## src/srlc_defines.vh

```
// What this block does
// Speed-up bit loads inverted strap, then writable
// Indicator style bit resets to mode 0
// Power light steady, flashes on transmit in mode 0
// Link light steady when up, flashes on receive, and on transmit too in mode 1
// Duplex light steady full duplex, flashes collisions
// Speed light on at 100, off at 10
// Polarity bit picks external reset active level
// Global reset hits only selected blocks, self-clears
// Configuration space untouched by global reset
// Receive reset hits selected receive logic, self-clears
// Transmit reset hits selected transmit logic, self-clears
// Host resets transmit after underrun; receive sparingly
// DMA select clears list pointers and flags
// FIFO select resets thresholds
// Network select resets MAC, mode, status, statistics
// Host select needs global; clears interrupt registers
// Reload select needs global; restarts EEPROM load
// Reset-output select needs global; drives pin with polarity
// Interrupt request bit sets flag, self-clears
// Busy bit reads one while reset runs
// Host polls busy until zero
// Selects sampled with request, cleared at completion
`ifndef SRLC_DEFINES_VH
`define SRLC_DEFINES_VH

// Bit positions inside the control word
`define SRLC_SIM_FAST_BIT       13
`define SRLC_STYLE_BIT          14
`define SRLC_POL_BIT            15
`define SRLC_GLOBAL_BIT         16
`define SRLC_RX_BIT             17
`define SRLC_TX_BIT             18
`define SRLC_SEL_DMA_BIT        19
`define SRLC_SEL_FIFO_BIT       20
`define SRLC_SEL_NET_BIT        21
`define SRLC_SEL_HOST_BIT       22
`define SRLC_SEL_RELOAD_BIT     23
`define SRLC_SEL_EXTERNAL_RESET_PIN_BIT     24
`define SRLC_FORCE_IRQ_BIT      25
`define SRLC_BUSY_BIT           26

// Reset values of the control bits
`define SRLC_STYLE_RST          1'b0
`define SRLC_POL_RST            1'b0
`define SRLC_SIM_FAST_RST       1'b0

// Timing
`define SRLC_CLK_PERIOD_PS      4000
`define SRLC_HOLD_NS            100
`define SRLC_HOLD_CYCLES        (((`SRLC_HOLD_NS) * 1000 + `SRLC_CLK_PERIOD_PS - 1) / `SRLC_CLK_PERIOD_PS)
`define SRLC_RELOAD_MAX_US      1000
`define SRLC_RELOAD_CYCLES      (((`SRLC_RELOAD_MAX_US) * 1000000) / `SRLC_CLK_PERIOD_PS)
`define SRLC_BLINK_MS           30
`define SRLC_BLINK_CYCLES       (((`SRLC_BLINK_MS) * 1000000) / (`SRLC_CLK_PERIOD_PS / 1000))

`endif

```

## src/srlc_seq.v

```verilog
`timescale 1ns/1ps
`default_nettype none
`include "srlc_defines.vh"
module srlc_seq #(
    parameter RELOAD_CYCLES = `SRLC_RELOAD_CYCLES,
    parameter BLINK_CYCLES  = `SRLC_BLINK_CYCLES
) (
    // Clock and reset
    input  wire        core_clk,
    input  wire        rst_b,
    // Control word access
    input  wire        ctrl_wr,
    input  wire [31:0] ctrl_wdata,
    output reg  [31:0] ctrl_rdata,
    // Strap
    input  wire        strap_pin_five,
    // Reload handshake with the EEPROM loader
    input  wire        eeprom_reload_done,
    output reg         eeprom_reload_start,
    // Link status for the indicators
    input  wire        link_up,
    input  wire        full_duplex,
    input  wire        speed_100,
    input  wire        tx_frame,
    input  wire        rx_frame,
    input  wire        collision,
    // Indicator lamps, active low
    output wire        power_indicator_out_b,
    output wire        link_indicator_out_b,
    output wire        duplex_indicator_out_b,
    output wire        speed_indicator_out_b,
    // External reset pin
    output reg         external_reset_pin,
    // Block reset strobes, high while held
    output reg         dma_rx_reset,
    output reg         dma_tx_reset,
    output reg         fifo_rx_reset,
    output reg         fifo_tx_reset,
    output reg         net_rx_reset,
    output reg         net_tx_reset,
    output reg         host_if_reset,
    output reg         eeprom_reload_select_reset,
    // One-cycle request to set the forced interrupt flag
    output reg         forced_irq_set
);
    // One-hot sequencer states
    localparam [2:0] ST_IDLE = 3'b001;
    localparam [2:0] ST_HOLD = 3'b010;
    localparam [2:0] ST_LOAD = 3'b100;

    localparam integer HOLD_INT = `SRLC_HOLD_CYCLES; // Hold length, full width
    localparam [7:0]  HOLD_LEN = HOLD_INT[7:0];      // Timer is 8 bits wide
    localparam [31:0] LOAD_MAX = RELOAD_CYCLES;

    reg [2:0]  state_q;           // Sequencer state
    reg        sim_fast_select_q; // Simulation speed-up bit
    reg        style_q;           // Indicator style select
    reg        pol_q;             // External reset active high
    reg        strap_done_q;      // Strap captured since reset
    reg        glob_q;            // Latched global request
    reg        rx_q;              // Latched receive request
    reg        tx_q;              // Latched transmit request
    reg [5:0]  sel_q;             // Latched selection bits
    reg [31:0] load_cnt_q;        // Reload timeout counter
    reg        busy_q;            // Reset in progress

    wire       tmr_load;          // Start hold timer
    wire       tmr_done;          // Hold timer expired
    wire       any_req;           // Write asks for some reset
    wire       take_req;          // Request accepted

    // Selection field bits
    wire sel_dma  = sel_q[0];
    wire sel_fifo = sel_q[1];
    wire sel_net  = sel_q[2];
    wire sel_host = sel_q[3];
    wire sel_load = sel_q[4];
    wire sel_out  = sel_q[5];

    assign any_req  = ctrl_wr & (ctrl_wdata[`SRLC_GLOBAL_BIT] |
                                 ctrl_wdata[`SRLC_RX_BIT] |
                                 ctrl_wdata[`SRLC_TX_BIT]);
    // Requests while busy are ignored so a running sequence is never cut short
    assign take_req = any_req & state_q[0];
    assign tmr_load = take_req;

    // Strap capture just after reset release; a clocked load keeps the
    // async reset branch to constants only
    always @(posedge core_clk or negedge rst_b)
    begin
        if (!rst_b)
        begin
            strap_done_q      <= 1'b0;
            sim_fast_select_q <= `SRLC_SIM_FAST_RST;
        end
        else if (!strap_done_q)
        begin
            strap_done_q      <= 1'b1;
            sim_fast_select_q <= ~strap_pin_five;
        end
        else if (ctrl_wr)
        begin
            sim_fast_select_q <= ctrl_wdata[`SRLC_SIM_FAST_BIT];
        end
    end

    // Plain read/write control bits
    always @(posedge core_clk or negedge rst_b)
    begin
        if (!rst_b)
        begin
            style_q <= `SRLC_STYLE_RST;
            pol_q   <= `SRLC_POL_RST;
        end
        else if (ctrl_wr)
        begin
            style_q <= ctrl_wdata[`SRLC_STYLE_BIT];
            pol_q   <= ctrl_wdata[`SRLC_POL_BIT];
        end
    end

    // Forced interrupt: one-cycle set strobe, the bit itself never stores
    always @(posedge core_clk or negedge rst_b)
    begin
        if (!rst_b)
            forced_irq_set <= 1'b0;
        else
            forced_irq_set <= ctrl_wr & ctrl_wdata[`SRLC_FORCE_IRQ_BIT];
    end

    // Hold timer for the reset pulse width
    srlc_timer #(
        .W (8)
    ) u_hold (
        .core_clk (core_clk),
        .rst_b    (rst_b),
        .load     (tmr_load),
        .load_val (HOLD_LEN),
        .running  (),
        .done     (tmr_done)
    );

    // Sequencer: latch request and selects, hold, optional EEPROM reload
    always @(posedge core_clk or negedge rst_b)
    begin
        if (!rst_b)
        begin
            state_q             <= ST_IDLE;
            glob_q              <= 1'b0;
            rx_q                <= 1'b0;
            tx_q                <= 1'b0;
            sel_q               <= 6'h00;
            load_cnt_q          <= 32'h0000_0000;
            busy_q              <= 1'b0;
            eeprom_reload_start <= 1'b0;
        end
        else
        begin
            eeprom_reload_start <= 1'b0;
            case (state_q)
                ST_IDLE:
                begin
                    if (take_req)
                    begin
                        // Selects are taken with the request bits
                        glob_q  <= ctrl_wdata[`SRLC_GLOBAL_BIT];
                        rx_q    <= ctrl_wdata[`SRLC_RX_BIT];
                        tx_q    <= ctrl_wdata[`SRLC_TX_BIT];
                        sel_q   <= ctrl_wdata[`SRLC_SEL_EXTERNAL_RESET_PIN_BIT:`SRLC_SEL_DMA_BIT];
                        busy_q  <= 1'b1;
                        state_q <= ST_HOLD;
                    end
                end
                ST_HOLD:
                begin
                    if (tmr_done)
                    begin
                        if (glob_q & sel_load)
                        begin
                            // Reload follows the hold; busy stays up meanwhile
                            eeprom_reload_start <= 1'b1;
                            load_cnt_q          <= LOAD_MAX;
                            state_q             <= ST_LOAD;
                        end
                        else
                        begin
                            // Request and selects self-clear at the end
                            glob_q  <= 1'b0;
                            rx_q    <= 1'b0;
                            tx_q    <= 1'b0;
                            sel_q   <= 6'h00;
                            busy_q  <= 1'b0;
                            state_q <= ST_IDLE;
                        end
                    end
                end
                ST_LOAD:
                begin
                    // Done from the loader, or a timeout so busy cannot stick
                    if (eeprom_reload_done || load_cnt_q == 32'h0000_0000)
                    begin
                        glob_q  <= 1'b0;
                        rx_q    <= 1'b0;
                        tx_q    <= 1'b0;
                        sel_q   <= 6'h00;
                        busy_q  <= 1'b0;
                        state_q <= ST_IDLE;
                    end
                    else
                    begin
                        load_cnt_q <= load_cnt_q - 32'h0000_0001;
                    end
                end
                default:
                begin
                    state_q <= ST_IDLE;
                end
            endcase
        end
    end

    // Block reset strobes, held through the hold phase only.
    // Receive reset reaches receive halves, transmit reset transmit halves,
    // global reaches both; unselected blocks are left alone.
    // Configuration space has no strobe here at all. R9
    always @(posedge core_clk or negedge rst_b)
    begin
        if (!rst_b)
        begin
            dma_rx_reset   <= 1'b0;
            dma_tx_reset   <= 1'b0;
            fifo_rx_reset  <= 1'b0;
            fifo_tx_reset  <= 1'b0;
            net_rx_reset   <= 1'b0;
            net_tx_reset   <= 1'b0;
            host_if_reset  <= 1'b0;
            eeprom_reload_select_reset <= 1'b0;
        end
        else
        begin
            // List pointers, done/active flags, early enable, receive state
            dma_rx_reset   <= state_q[1] & sel_dma & (glob_q | rx_q);
            dma_tx_reset   <= state_q[1] & sel_dma & (glob_q | tx_q);
            // Start, release and early thresholds
            fifo_rx_reset  <= state_q[1] & sel_fifo & (glob_q | rx_q);
            fifo_tx_reset  <= state_q[1] & sel_fifo & (glob_q | tx_q);
            // MAC core, receive mode, transmit status, statistics
            net_rx_reset   <= state_q[1] & sel_net & (glob_q | rx_q);
            net_tx_reset   <= state_q[1] & sel_net & (glob_q | tx_q);
            // Interrupt status, mask and countdown: global only
            host_if_reset  <= state_q[1] & sel_host & glob_q;
            eeprom_reload_select_reset <= state_q[1] & sel_load & glob_q;
        end
    end

    // External reset pin: active level from polarity, inactive otherwise
    always @(posedge core_clk or negedge rst_b)
    begin
        if (!rst_b)
            external_reset_pin <= 1'b1;
        else if (state_q[1] & sel_out & glob_q)
            external_reset_pin <= pol_q;
        else
            external_reset_pin <= ~pol_q;
    end

    // Read-back: requests and selects show while held, busy bit live
    always @(posedge core_clk or negedge rst_b)
    begin
        if (!rst_b)
            ctrl_rdata <= 32'h0000_0000;
        else
        begin
            ctrl_rdata                        <= 32'h0000_0000;
            ctrl_rdata[`SRLC_SIM_FAST_BIT]    <= sim_fast_select_q;
            ctrl_rdata[`SRLC_STYLE_BIT]       <= style_q;
            ctrl_rdata[`SRLC_POL_BIT]         <= pol_q;
            ctrl_rdata[`SRLC_GLOBAL_BIT]      <= glob_q;
            ctrl_rdata[`SRLC_RX_BIT]          <= rx_q;
            ctrl_rdata[`SRLC_TX_BIT]          <= tx_q;
            ctrl_rdata[`SRLC_SEL_EXTERNAL_RESET_PIN_BIT:`SRLC_SEL_DMA_BIT] <= sel_q;
            ctrl_rdata[`SRLC_BUSY_BIT]        <= busy_q;
        end
    end

    // Indicator causes per style
    wire pwr_act  = ~style_q & tx_frame;
    wire link_act = link_up & (rx_frame | (style_q & tx_frame));

    // Power lamp
    srlc_led #(
        .BLINK_CYCLES (BLINK_CYCLES)
    ) u_led_pwr (
        .core_clk  (core_clk),
        .rst_b     (rst_b),
        .steady_on (1'b1),
        .activity  (pwr_act),
        .lamp_b    (power_indicator_out_b)
    );

    // Link lamp
    srlc_led #(
        .BLINK_CYCLES (BLINK_CYCLES)
    ) u_led_link (
        .core_clk  (core_clk),
        .rst_b     (rst_b),
        .steady_on (link_up),
        .activity  (link_act),
        .lamp_b    (link_indicator_out_b)
    );

    // Duplex lamp, same in both styles
    srlc_led #(
        .BLINK_CYCLES (BLINK_CYCLES)
    ) u_led_dplx (
        .core_clk  (core_clk),
        .rst_b     (rst_b),
        .steady_on (full_duplex),
        .activity  (collision),
        .lamp_b    (duplex_indicator_out_b)
    );

    // Speed lamp never flashes
    srlc_led #(
        .BLINK_CYCLES (BLINK_CYCLES)
    ) u_led_spd (
        .core_clk  (core_clk),
        .rst_b     (rst_b),
        .steady_on (speed_100),
        .activity  (1'b0),
        .lamp_b    (speed_indicator_out_b)
    );
endmodule // srlc_seq
`default_nettype wire

```

## src/srlc_timer.v

```verilog
`timescale 1ns/1ps
`default_nettype none
module srlc_timer #(
    parameter W = 8
) (
    // Clock and reset
    input  wire         core_clk,
    input  wire         rst_b,
    // Control
    input  wire         load,
    input  wire [W-1:0] load_val,
    // Status
    output reg          running,
    output reg          done
);
    reg [W-1:0] cnt_q;  // Remaining cycles

    // Down counter, one-cycle done pulse at expiry
    always @(posedge core_clk or negedge rst_b)
    begin
        if (!rst_b)
        begin
            cnt_q   <= {W{1'b0}};
            running <= 1'b0;
            done    <= 1'b0;
        end
        else if (load)
        begin
            // Reload restarts the count
            cnt_q   <= load_val;
            running <= 1'b1;
            done    <= 1'b0;
        end
        else if (running)
        begin
            cnt_q   <= cnt_q - {{(W-1){1'b0}}, 1'b1};
            running <= (cnt_q != {{(W-1){1'b0}}, 1'b1});
            done    <= (cnt_q == {{(W-1){1'b0}}, 1'b1});
        end
        else
        begin
            done <= 1'b0;
        end
    end
endmodule // srlc_timer
`default_nettype wire

```

## src/srlc_led.v

```verilog
`timescale 1ns/1ps
`default_nettype none
module srlc_led #(
    parameter BLINK_CYCLES = 7500000
) (
    // Clock and reset
    input  wire core_clk,
    input  wire rst_b,
    // Indicator causes
    input  wire steady_on,
    input  wire activity,
    // Active-low lamp drive
    output reg  lamp_b
);
    reg [31:0] phase_q;  // Blink half-period counter
    reg        blink_q;  // Blink phase
    reg        busy_q;   // Flashing window open

    // Activity opens a flash window; window closes at the end of the half period holding the last activity
    always @(posedge core_clk or negedge rst_b)
    begin
        if (!rst_b)
        begin
            phase_q <= 32'h0000_0000;
            blink_q <= 1'b0;
            busy_q  <= 1'b0;
            lamp_b  <= 1'b1;
        end
        else
        begin
            if (activity & ~busy_q)
            begin
                // Fresh window opens dark, so a single short frame still shows
                phase_q <= 32'h0000_0000;
                blink_q <= 1'b1;
                busy_q  <= 1'b1;
            end
            else if (phase_q >= BLINK_CYCLES - 1)
            begin
                // Half period over: toggle, close if quiet
                phase_q <= 32'h0000_0000;
                blink_q <= ~blink_q;
                busy_q  <= activity;
            end
            else
            begin
                phase_q <= phase_q + 32'h0000_0001;
                busy_q  <= busy_q | activity;
            end
            // Flash overrides steady light
            if (busy_q)
                lamp_b <= blink_q;
            else
                lamp_b <= ~steady_on;
        end
    end
endmodule // srlc_led
`default_nettype wire

```

## config.mk

```make
export PLATFORM = sky130hd
export DESIGN_NAME = srlc_seq
export DESIGN_NICKNAME = d
export VERILOG_FILES = /design/src/srlc_seq.v /design/src/srlc_timer.v /design/src/srlc_led.v
export VERILOG_INCLUDE_DIRS = /design/src
export SDC_FILE = /design/constraint.sdc
export NUM_CORES = 1
export LEC_CHECK = 0
export BUFFER_PORTS_ARGS = -buffer_cell sky130_fd_sc_hd__buf_2
export CAP_MARGIN = 20
export CORE_ASPECT_RATIO = 0.9
export CORE_MARGIN = 2
export CORE_UTILIZATION = 45
export CTS_CLUSTER_DIAMETER = 40
export DETAILED_ROUTE_END_ITERATION = 16
export RECOVER_POWER = 50
export SYNTH_ARGS = -nofsm -noshare
export SYNTH_HDL_FRONTEND = slang
export SYNTH_SLANG_ARGS = --single-unit
```

## constraint.sdc

```tcl
create_clock -name core_clk -period 4.7 [get_ports core_clk]
set_clock_uncertainty 0.05 [all_clocks]
set_input_delay 0.94 -clock core_clk [delete_from_list [all_inputs] [get_ports core_clk]]
set_output_delay 0.94 -clock core_clk [all_outputs]
set_load 0.005 [all_outputs]
```

==> results of run 1 <==
==> layout by cell type (no fill, tap or decap), types with 4 or more instances in the layout <==
cell and n:
sky130_fd_sc_hd__a21oi_1 15, sky130_fd_sc_hd__clkbuf_16 17, sky130_fd_sc_hd__ha_1 6, sky130_fd_sc_hd__nand2_1 42, sky130_fd_sc_hd__clkinvlp_4 4, sky130_fd_sc_hd__a21o_1 4
sky130_fd_sc_hd__buf_4 4, sky130_fd_sc_hd__clkinv_4 4, sky130_fd_sc_hd__o211ai_1 7, sky130_fd_sc_hd__o41ai_1 4, sky130_fd_sc_hd__dfstp_2 6, sky130_fd_sc_hd__nand3_1 44
sky130_fd_sc_hd__o21ai_0 14, sky130_fd_sc_hd__xor2_1 23, sky130_fd_sc_hd__inv_1 19, sky130_fd_sc_hd__buf_2 48, sky130_fd_sc_hd__nor4_1 19, sky130_fd_sc_hd__o21ai_1 6
sky130_fd_sc_hd__o31ai_1 11, sky130_fd_sc_hd__nand4_1 11, sky130_fd_sc_hd__mux2i_1 7, sky130_fd_sc_hd__a211oi_1 4, sky130_fd_sc_hd__and2_0 4, sky130_fd_sc_hd__and3_1 17
sky130_fd_sc_hd__nor2_1 106, sky130_fd_sc_hd__xnor2_1 50, sky130_fd_sc_hd__conb_1 47, sky130_fd_sc_hd__nor3_1 31, sky130_fd_sc_hd__and2_1 8, sky130_fd_sc_hd__or4_1 20
sky130_fd_sc_hd__and4_1 5, sky130_fd_sc_hd__or3_1 15, sky130_fd_sc_hd__a22o_1 9, sky130_fd_sc_hd__nand2b_1 4, sky130_fd_sc_hd__dfrtp_1 183
==> sequential cells by signal, summed over array words and instances (netlist names), 3 cells and up <==
name                cells
u_hold.cnt_q            8
ctrl_rdata             13
u_led_link.phase_q     32
u_led_pwr.phase_q      32
state_q                 3
sel_q                   6
load_cnt_q             32
u_led_dplx.phase_q     32
==> area by class of cell <==
class                           instances  area, um^2  share of cell area, %
Multi-Input combinational cell        583        3541                  37.05
Clock inverter                         13       132.6                  1.388
Sequential cell                       189        4737                  49.56
Clock buffer                           19       452.9                  4.739
Inverter                               19       71.32                 0.7462
Timing Repair Buffer                   57       316.6                  3.312
Tap cell                              245       306.5                  3.207
==> metrics by stage <==
stage / setup WS [ps] / instances
finish: 1737 / 1125
global route: 1479 / 1125
CTS: 1757 / 1124
detailed placement: 1600 / 1092
global placement: 1686 / 1092
floorplan: 2180 / 833
==> worst min-delay path by stage <==
| stage | depth (start not counted) | startpoint | to | slack, ps |
|---|---|---|---|---|
| 3_3_place_gp | 0 | sim_fast_select_q | ctrl_rdata[13] | 310 |
| 3_5_place_dp | 0 | sim_fast_select_q | ctrl_rdata[13] | 320 |
| 6_report | 0 | busy_q | ctrl_rdata[26] | 330 |
| 5_1_grt | 0 | busy_q | ctrl_rdata[26] | 360 |
| 2_1_floorplan | 0 | sim_fast_select_q | ctrl_rdata[13] | 300 |
| 4_1_cts | 0 | busy_q | ctrl_rdata[26] | 330 |
==> worst max-delay path, delay by kind of cell, from the launching register on <==
family,cells,cell delay [ps]
compound gates,1,320
flops,1,450
simple gates,4,2040
==> metal layers <==
metal / share of wire (%) / global-route usage [%] / up-vias
li1: - / - / 2886
met3: 3.6 / 4.184 / 20
met2: 49 / 30.02 / 130
met1: 47 / 25.85 / 2997
met5: 0 / 0 / -
met4: 1.2 / 5.661 / 0
==> report_power, final <==
part | leakage, nW | total [mW] | switching, mW | internal [mW]
sequential | 2.44 | 1.88 | 0.117 | 1.76
combinational | 1.37 | 0.371 | 0.218 | 0.153
clock | 0.275 | 1.42 | 0.647 | 0.770
==> cell usage after synthesis, types with 7 or more instances <==
master and instances:
sky130_fd_sc_hd__and3_1 17, sky130_fd_sc_hd__dfrtp_1 183, sky130_fd_sc_hd__o211ai_1 7, sky130_fd_sc_hd__nor4_1 19, sky130_fd_sc_hd__nor3_1 31, sky130_fd_sc_hd__nor2_1 106
sky130_fd_sc_hd__mux2i_1 7, sky130_fd_sc_hd__nand4_1 11, sky130_fd_sc_hd__o21ai_0 14, sky130_fd_sc_hd__clkbuf_1 18, sky130_fd_sc_hd__a21oi_1 15, sky130_fd_sc_hd__and2_1 12
sky130_fd_sc_hd__xor2_1 23, sky130_fd_sc_hd__nand2_1 42, sky130_fd_sc_hd__inv_1 19, sky130_fd_sc_hd__o31ai_1 11, sky130_fd_sc_hd__buf_4 19, sky130_fd_sc_hd__nand3_1 44
sky130_fd_sc_hd__xnor2_1 50, sky130_fd_sc_hd__a22o_1 9, sky130_fd_sc_hd__or4_1 20, sky130_fd_sc_hd__or3_1 15
==> logic make-up after synthesis <==
logic type               after synthesis
buffers and inverters                 61
adder cells (fa/ha/maj)                6
XOR/XNOR                              73
flip-flops                           189
other                                  2
AO/OA/AOI/OAI                         92
multiplexers                           9
AND/OR/NAND/NOR                      356
==> reports/qor.csv, run 1 <==
stage;metric;value;unit
timing;Fin. Hold Viols;0;
cts;Post-CTS Resized;0;
synthesis;count of distinct cell types in the synthesized netlist;66;
placement;cell area reported after detailed placement;8970;um^2
cts;count of clock tree sinks;189;
floorplanning;horizontal extent of the die;148.2;um
synthesis;count of state elements after synthesis;189;
placement;number of I/O port buffers;51;
cts;clock latency on the worst-skew pair;440;ps
synthesis;share of the synthesized area in the top cell type;54.38;%
worst_setup_path;category of the most critical setup path;register to register;
floorplanning;Vert. Die Dim;133.8;um
power;Max VDD drop;0.2367;mV
final_layout;antenna diode count;0;
final_layout;post-layout instance area;9558;um^2
cts;count of hold-fix buffers inserted at cts;0;
floorplanning;initial core utilization;45.90;%
worst_setup_path;Crit. End Element;register;
power;Power Total;3.670;mW
power;leakage power total;4.082;nW
run_status;violated checks;capacitance limit, slew limit;
synthesis;largest family of logic cells by synthesized area;simple AND/OR/NAND/NOR gates;
worst_setup_path;worst reg2reg path startpoint;load_cnt_q[28];
synthesis;dominant cells by area after synthesis;sky130_fd_sc_hd__dfrtp_1, sky130_fd_sc_hd__xnor2_1, sky130_fd_sc_hd__nor2_1;
timing;worst hold slack;327.0;ps
route;post-detailed-route count of antenna-violating nets;0;
route;DR vias/cell;5.363;
synthesis;Synth async-reset ratio;100.0;%
final_layout;fraction of final layout cells sized beyond drive strength 1;12.50;%
synthesis;mean area per synthesized cell;10.69;um^2
power;ratio of total power to cell area;384.0;nW/um^2
route;DRC marker count from the first detailed-route iteration;375;
timing;post-route clock period utilization;63.04;%
worst_setup_path;data arrival at the endpoint of the critical path;3260;ps
synthesis;Cells after Synth;788;
final_layout;Synth-to-Final Area Change;13.49;%
synthesis;Synthesis Warnings;0;
route;detailed-route via count;6033;
global_route;final global-route overflow total;0;
final_layout;Fillers;1647;
synthesis;number of flops mapped to enable cells by yosys;0;
final_layout;nets@finish;916;
run_status;status;complete, but fails checks;
synthesis;xor and xnor area share after synthesis;7.592;%
worst_setup_path;required time of the worst setup path;4990;ps
worst_setup_path;critical path startpoint;load_cnt_q[28];
placement;global placer's final weighted congestion;0.8018;
timing;setup total negative slack;0;ps
cts;number of buffers created by CTS;17;
floorplanning;area of the die;19830;um^2
worst_setup_path;destination of the critical timing path;state_q[0];
run;max_cap viols;1;
cts;clock-pin slew on the worst setup and hold paths;70;ps
worst_setup_path;largest stage delay on the critical path;810;ps
global_route;largest net degree at the start of global routing;133;
cts;clock tree from TritonCTS;done;
timing;RSZ-0062 raised after global routing;no;
global_route;vias in the first global route;5956;
synthesis;multiplexer fraction of the synthesized cell area;1.099;%
synthesis;area fraction in compound gates after synthesis;7.681;%
cts;CTS H-tree depth;4;
worst_setup_path;slowest CP cell;sky130_fd_sc_hd__nor4_1;
cts;CTS Root Cell;sky130_fd_sc_hd__clkbuf_16;
timing;actual slew at the worst max-slew pin;1676;ps
placement;DP HPWL;11700;um
worst_setup_path;worst reg-to-reg path cell count;5;
synthesis;area fraction in and, or, nand and nor cells after synthesis;22.69;%
synthesis;share of the yosys chip area belonging to registers;56.25;%
floorplanning;standard cell core area;18350;um^2
global_route;Total GRT Usage;18.78;%
worst_setup_path;startpoint kind of the worst setup timing path;register;
global_route;global-route wire length before repair;29810;um
global_route;antenna violations before repair;0;
timing;Final Slew Violations;72;
synthesis;post-synthesis instance area;8422;um^2
route;total routed wirelength;17330;um
worst_setup_path;maximum fanout encountered on the critical timing path;19;
min_path;worst min-delay path category;register to register;
floorplanning;number of cell rows;47;
timing;final period demand of the worst path;2963;ps
synthesis;post-synthesis adder-cell area fraction;0.8914;%
synthesis;most instantiated flip-flop cell in the synthesis netlist;sky130_fd_sc_hd__dfrtp_1;
cts;maximum clock path buffer count;2;
route;wire length per cell after detailed routing;15.40;um
worst_setup_path;capture instance of the worst register-to-register path;state_q[0];
worst_setup_path;reg2reg setup slack;1740;ps
worst_setup_path;ordered list of cells on the worst path;nor4_1 -> nand4_2 -> nor3_4 -> nor2b_1 -> o32ai_1;
final_layout;core occupancy in the finished layout;52.09;%
timing;Max Freq;337.5;MHz
synthesis;cell type with the highest aggregate area in the netlist;sky130_fd_sc_hd__dfrtp_1;
timing;tightest slew margin relative to the limit;-11.73;%
cts;number of setup buffers added after CTS;0;
timing;Final setup violation count;0;
route;DRC errors left;0;
floorplanning;number of primary I/O pins;90;
route;router iterations before antenna repair;5;
Note: power is estimated with default switching activity, not from simulation.
==> run 2: changes to the inputs <==
Settings changed: PLACE_DENSITY set to 0.66.
Clock period 4.7 ns to 2.43 ns, I/O delays scaled along.
==> reports/qor.csv, run 2 (synthesis gave the netlist of run 1 again) <==
stage;metric;value;unit;change
timing;RSZ-0062 raised after global routing;yes;;
timing;final period demand of the worst path;2343;ps;-620.3 ps
final_layout;post-layout instance area;9794;um^2;+2.5%
placement;DP HPWL;11330;um;-3.2%
timing;Final Slew Violations;62;;-14%
power;ratio of total power to cell area;715.4;nW/um^2;+86%
route;router iterations before antenna repair;4;;-1
cts;number of buffers created by CTS;17;;unchanged
timing;tightest slew margin relative to the limit;-10.90;%;+0.83 points
route;DRC marker count from the first detailed-route iteration;304;;-19%
global_route;global-route wire length before repair;27620;um;-7.4%
cts;clock tree from TritonCTS;done;;
power;leakage power total;4.231;nW;+3.7%
floorplanning;initial core utilization;45.90;%;unchanged
route;wire length per cell after detailed routing;14.11;um;-8.4%
global_route;antenna violations before repair;0;;unchanged
cts;count of clock tree sinks;189;;unchanged
worst_setup_path;Crit. End Element;register;;
cts;CTS H-tree depth;4;;unchanged
worst_setup_path;category of the most critical setup path;register to register;;
worst_setup_path;data arrival at the endpoint of the critical path;2650;ps;-610 ps
power;Power Total;7.007;mW;+91%
placement;global placer's final weighted congestion;0.8116;;+1.2%
run_status;violated checks;capacitance limit, slew limit;;
global_route;Total GRT Usage;17.58;%;-1.2 points
floorplanning;area of the die;19830;um^2;unchanged
route;detailed-route via count;5975;;-0.96%
min_path;worst min-delay path category;primary input to register;;
floorplanning;number of cell rows;47;;unchanged
timing;Max Freq;426.8;MHz;+26%
run;max_cap viols;1;;unchanged
placement;number of I/O port buffers;51;;unchanged
cts;clock latency on the worst-skew pair;430;ps;about the same
route;DR vias/cell;5.178;;-3.5%
cts;maximum clock path buffer count;2;;unchanged
worst_setup_path;Buf/Inv on CP;1;;+1
worst_setup_path;slowest CP cell;sky130_fd_sc_hd__or4_1;;
floorplanning;standard cell core area;18350;um^2;unchanged
worst_setup_path;required time of the worst setup path;2730;ps;-2260 ps
final_layout;antenna diode count;0;;unchanged
worst_setup_path;startpoint kind of the worst setup timing path;register;;
timing;post-route clock period utilization;96.41;%;+33 points
timing;setup total negative slack;0;ps;unchanged
worst_setup_path;ordered list of cells on the worst path;or4_1 -> nor3_1 -> nand3b_1 -> buf_4 -> or4b_1 -> a21oi_1;;
cts;CTS Root Cell;sky130_fd_sc_hd__clkbuf_16;;
power;Max VDD drop;0.5983;mV;+150%
timing;actual slew at the worst max-slew pin;1663;ps;-12.51 ps
final_layout;highest-count cells in the layout ignoring fill and taps;sky130_fd_sc_hd__dfrtp_1, sky130_fd_sc_hd__nor2_1, sky130_fd_sc_hd__xnor2_1, sky130_fd_sc_hd__buf_2, sky130_fd_sc_hd__conb_1;;
route;total routed wirelength;16280;um;-6.0%
worst_setup_path;largest stage delay on the critical path;540;ps;-270 ps
final_layout;most common library cell in the layout ignoring fill and taps;sky130_fd_sc_hd__dfrtp_1;;
floorplanning;number of primary I/O pins;90;;unchanged
route;DRC errors left;0;;unchanged
worst_setup_path;maximum fanout encountered on the critical timing path;6;;-13
global_route;final global-route overflow total;0;;unchanged
final_layout;Synth-to-Final Area Change;16.30;%;
placement;cell area reported after detailed placement;9225;um^2;+2.8%
worst_setup_path;CP top delay family;simple AND/OR/NAND/NOR gates;;
floorplanning;horizontal extent of the die;148.2;um;unchanged
route;post-detailed-route count of antenna-violating nets;0;;unchanged
cts;clock-pin slew on the worst setup and hold paths;70;ps;about the same
timing;Fin. Hold Viols;0;;unchanged
timing;Final setup violation count;0;;unchanged
floorplanning;Vert. Die Dim;133.8;um;unchanged
cts;count of hold-fix buffers inserted at cts;0;;unchanged
run_status;status;complete, but fails checks;;
global_route;largest net degree at the start of global routing;64;;-52%
global_route;vias in the first global route;5662;;-4.9%
final_layout;nets@finish;945;;+3.2%
final_layout;fraction of final layout cells sized beyond drive strength 1;15.73;%;+3.2 points
==> run 2: cell types whose count changed in the layout (fill, tap and decap cells not counted), moves of 2 or more <==
cell	before	now
sky130_fd_sc_hd__buf_4	4	25
sky130_fd_sc_hd__clkinv_2	0	4
sky130_fd_sc_hd__and2_0	4	1
sky130_fd_sc_hd__and2_1	8	11
sky130_fd_sc_hd__buf_6	0	3
sky130_fd_sc_hd__buf_12	1	3
sky130_fd_sc_hd__buf_2	48	50
sky130_fd_sc_hd__clkbuf_2	1	3
sky130_fd_sc_hd__or3_1	15	13
==> run 2: layer usage <==
layer / vias to the layer above / global-route usage, % / wire [um]
met5: - / 0 / 0
met4: 0 / 7.407 / 495
met3: 29 / 4.830 / 594
met2: 108 / 25.57 / 7112
met1: 2891 / 24.93 / 8079
li1: 2947 / - / -
==> run 2: cell type report <==
class	instances	area [um^2]
multi-input combinational	583	3556
timing repair buffer	86	554.3
fill	1694	8553
clock buffer	19	452.9
tap	245	306.5
sequential	189	4737
inverter	19	71.32
clock inverter	13	116.4
==> run 2: worst paths after layout <==
path | from | to | slack, ps | depth (start not counted)
max | load_cnt_q[2] | load_cnt_q[29] | 90 | 6
min | speed_100 | u_led_spd.lamp_b | 100 | 2
min reg2reg | sim_fast_select_q | ctrl_rdata[13] | 350 | 0
max reg2reg | load_cnt_q[2] | load_cnt_q[29] | 90 | 6
max in group asynchronous | rst_b | u_led_link.busy_q | 410 | 2
min in group asynchronous | rst_b | load_cnt_q[8] | 420 | 1
==> run 2: repair_timing <==
action,in CTS,in global routing
resized for setup,1,7
gates cloned,0,0
endpoints found under the setup margin,2,43
setup buffers,0,1
pin swaps,0,3
==> run 2: stage by stage <==
stage / util, % / setup WS, ps / std cells / hold slack [ps]
floorplan: - / 121.3 / 833 / 140.4
global placement: 50.28 / 35.67 / 1121 / 312.5
detailed placement: 50.28 / 7.271 / 1121 / 333.0
CTS: 53.41 / 12.85 / 1153 / 0.6217
global route: 53.38 / -62.81 / 1154 / 95.30
finish: 53.38 / 87.25 / 1154 / 103.3
==> run 2: power by group <==
group | internal [mW] | leakage, nW | switching (mW)
Sequential | 3.41 | 2.44 | 0.214
Clock | 1.47 | 0.276 | 1.20
Combinational | 0.311 | 1.52 | 0.396
Total | 5.19 | 4.23 | 1.81
==> run 2: worst register-to-register path: stages, from the launching register on <==
cell                       delay [ps]
sky130_fd_sc_hd__dfrtp_1          420
sky130_fd_sc_hd__or4_1            540
sky130_fd_sc_hd__nor3_1           250
sky130_fd_sc_hd__nand3b_1         200
sky130_fd_sc_hd__buf_4            200
sky130_fd_sc_hd__or4b_1           460
sky130_fd_sc_hd__a21oi_1          150
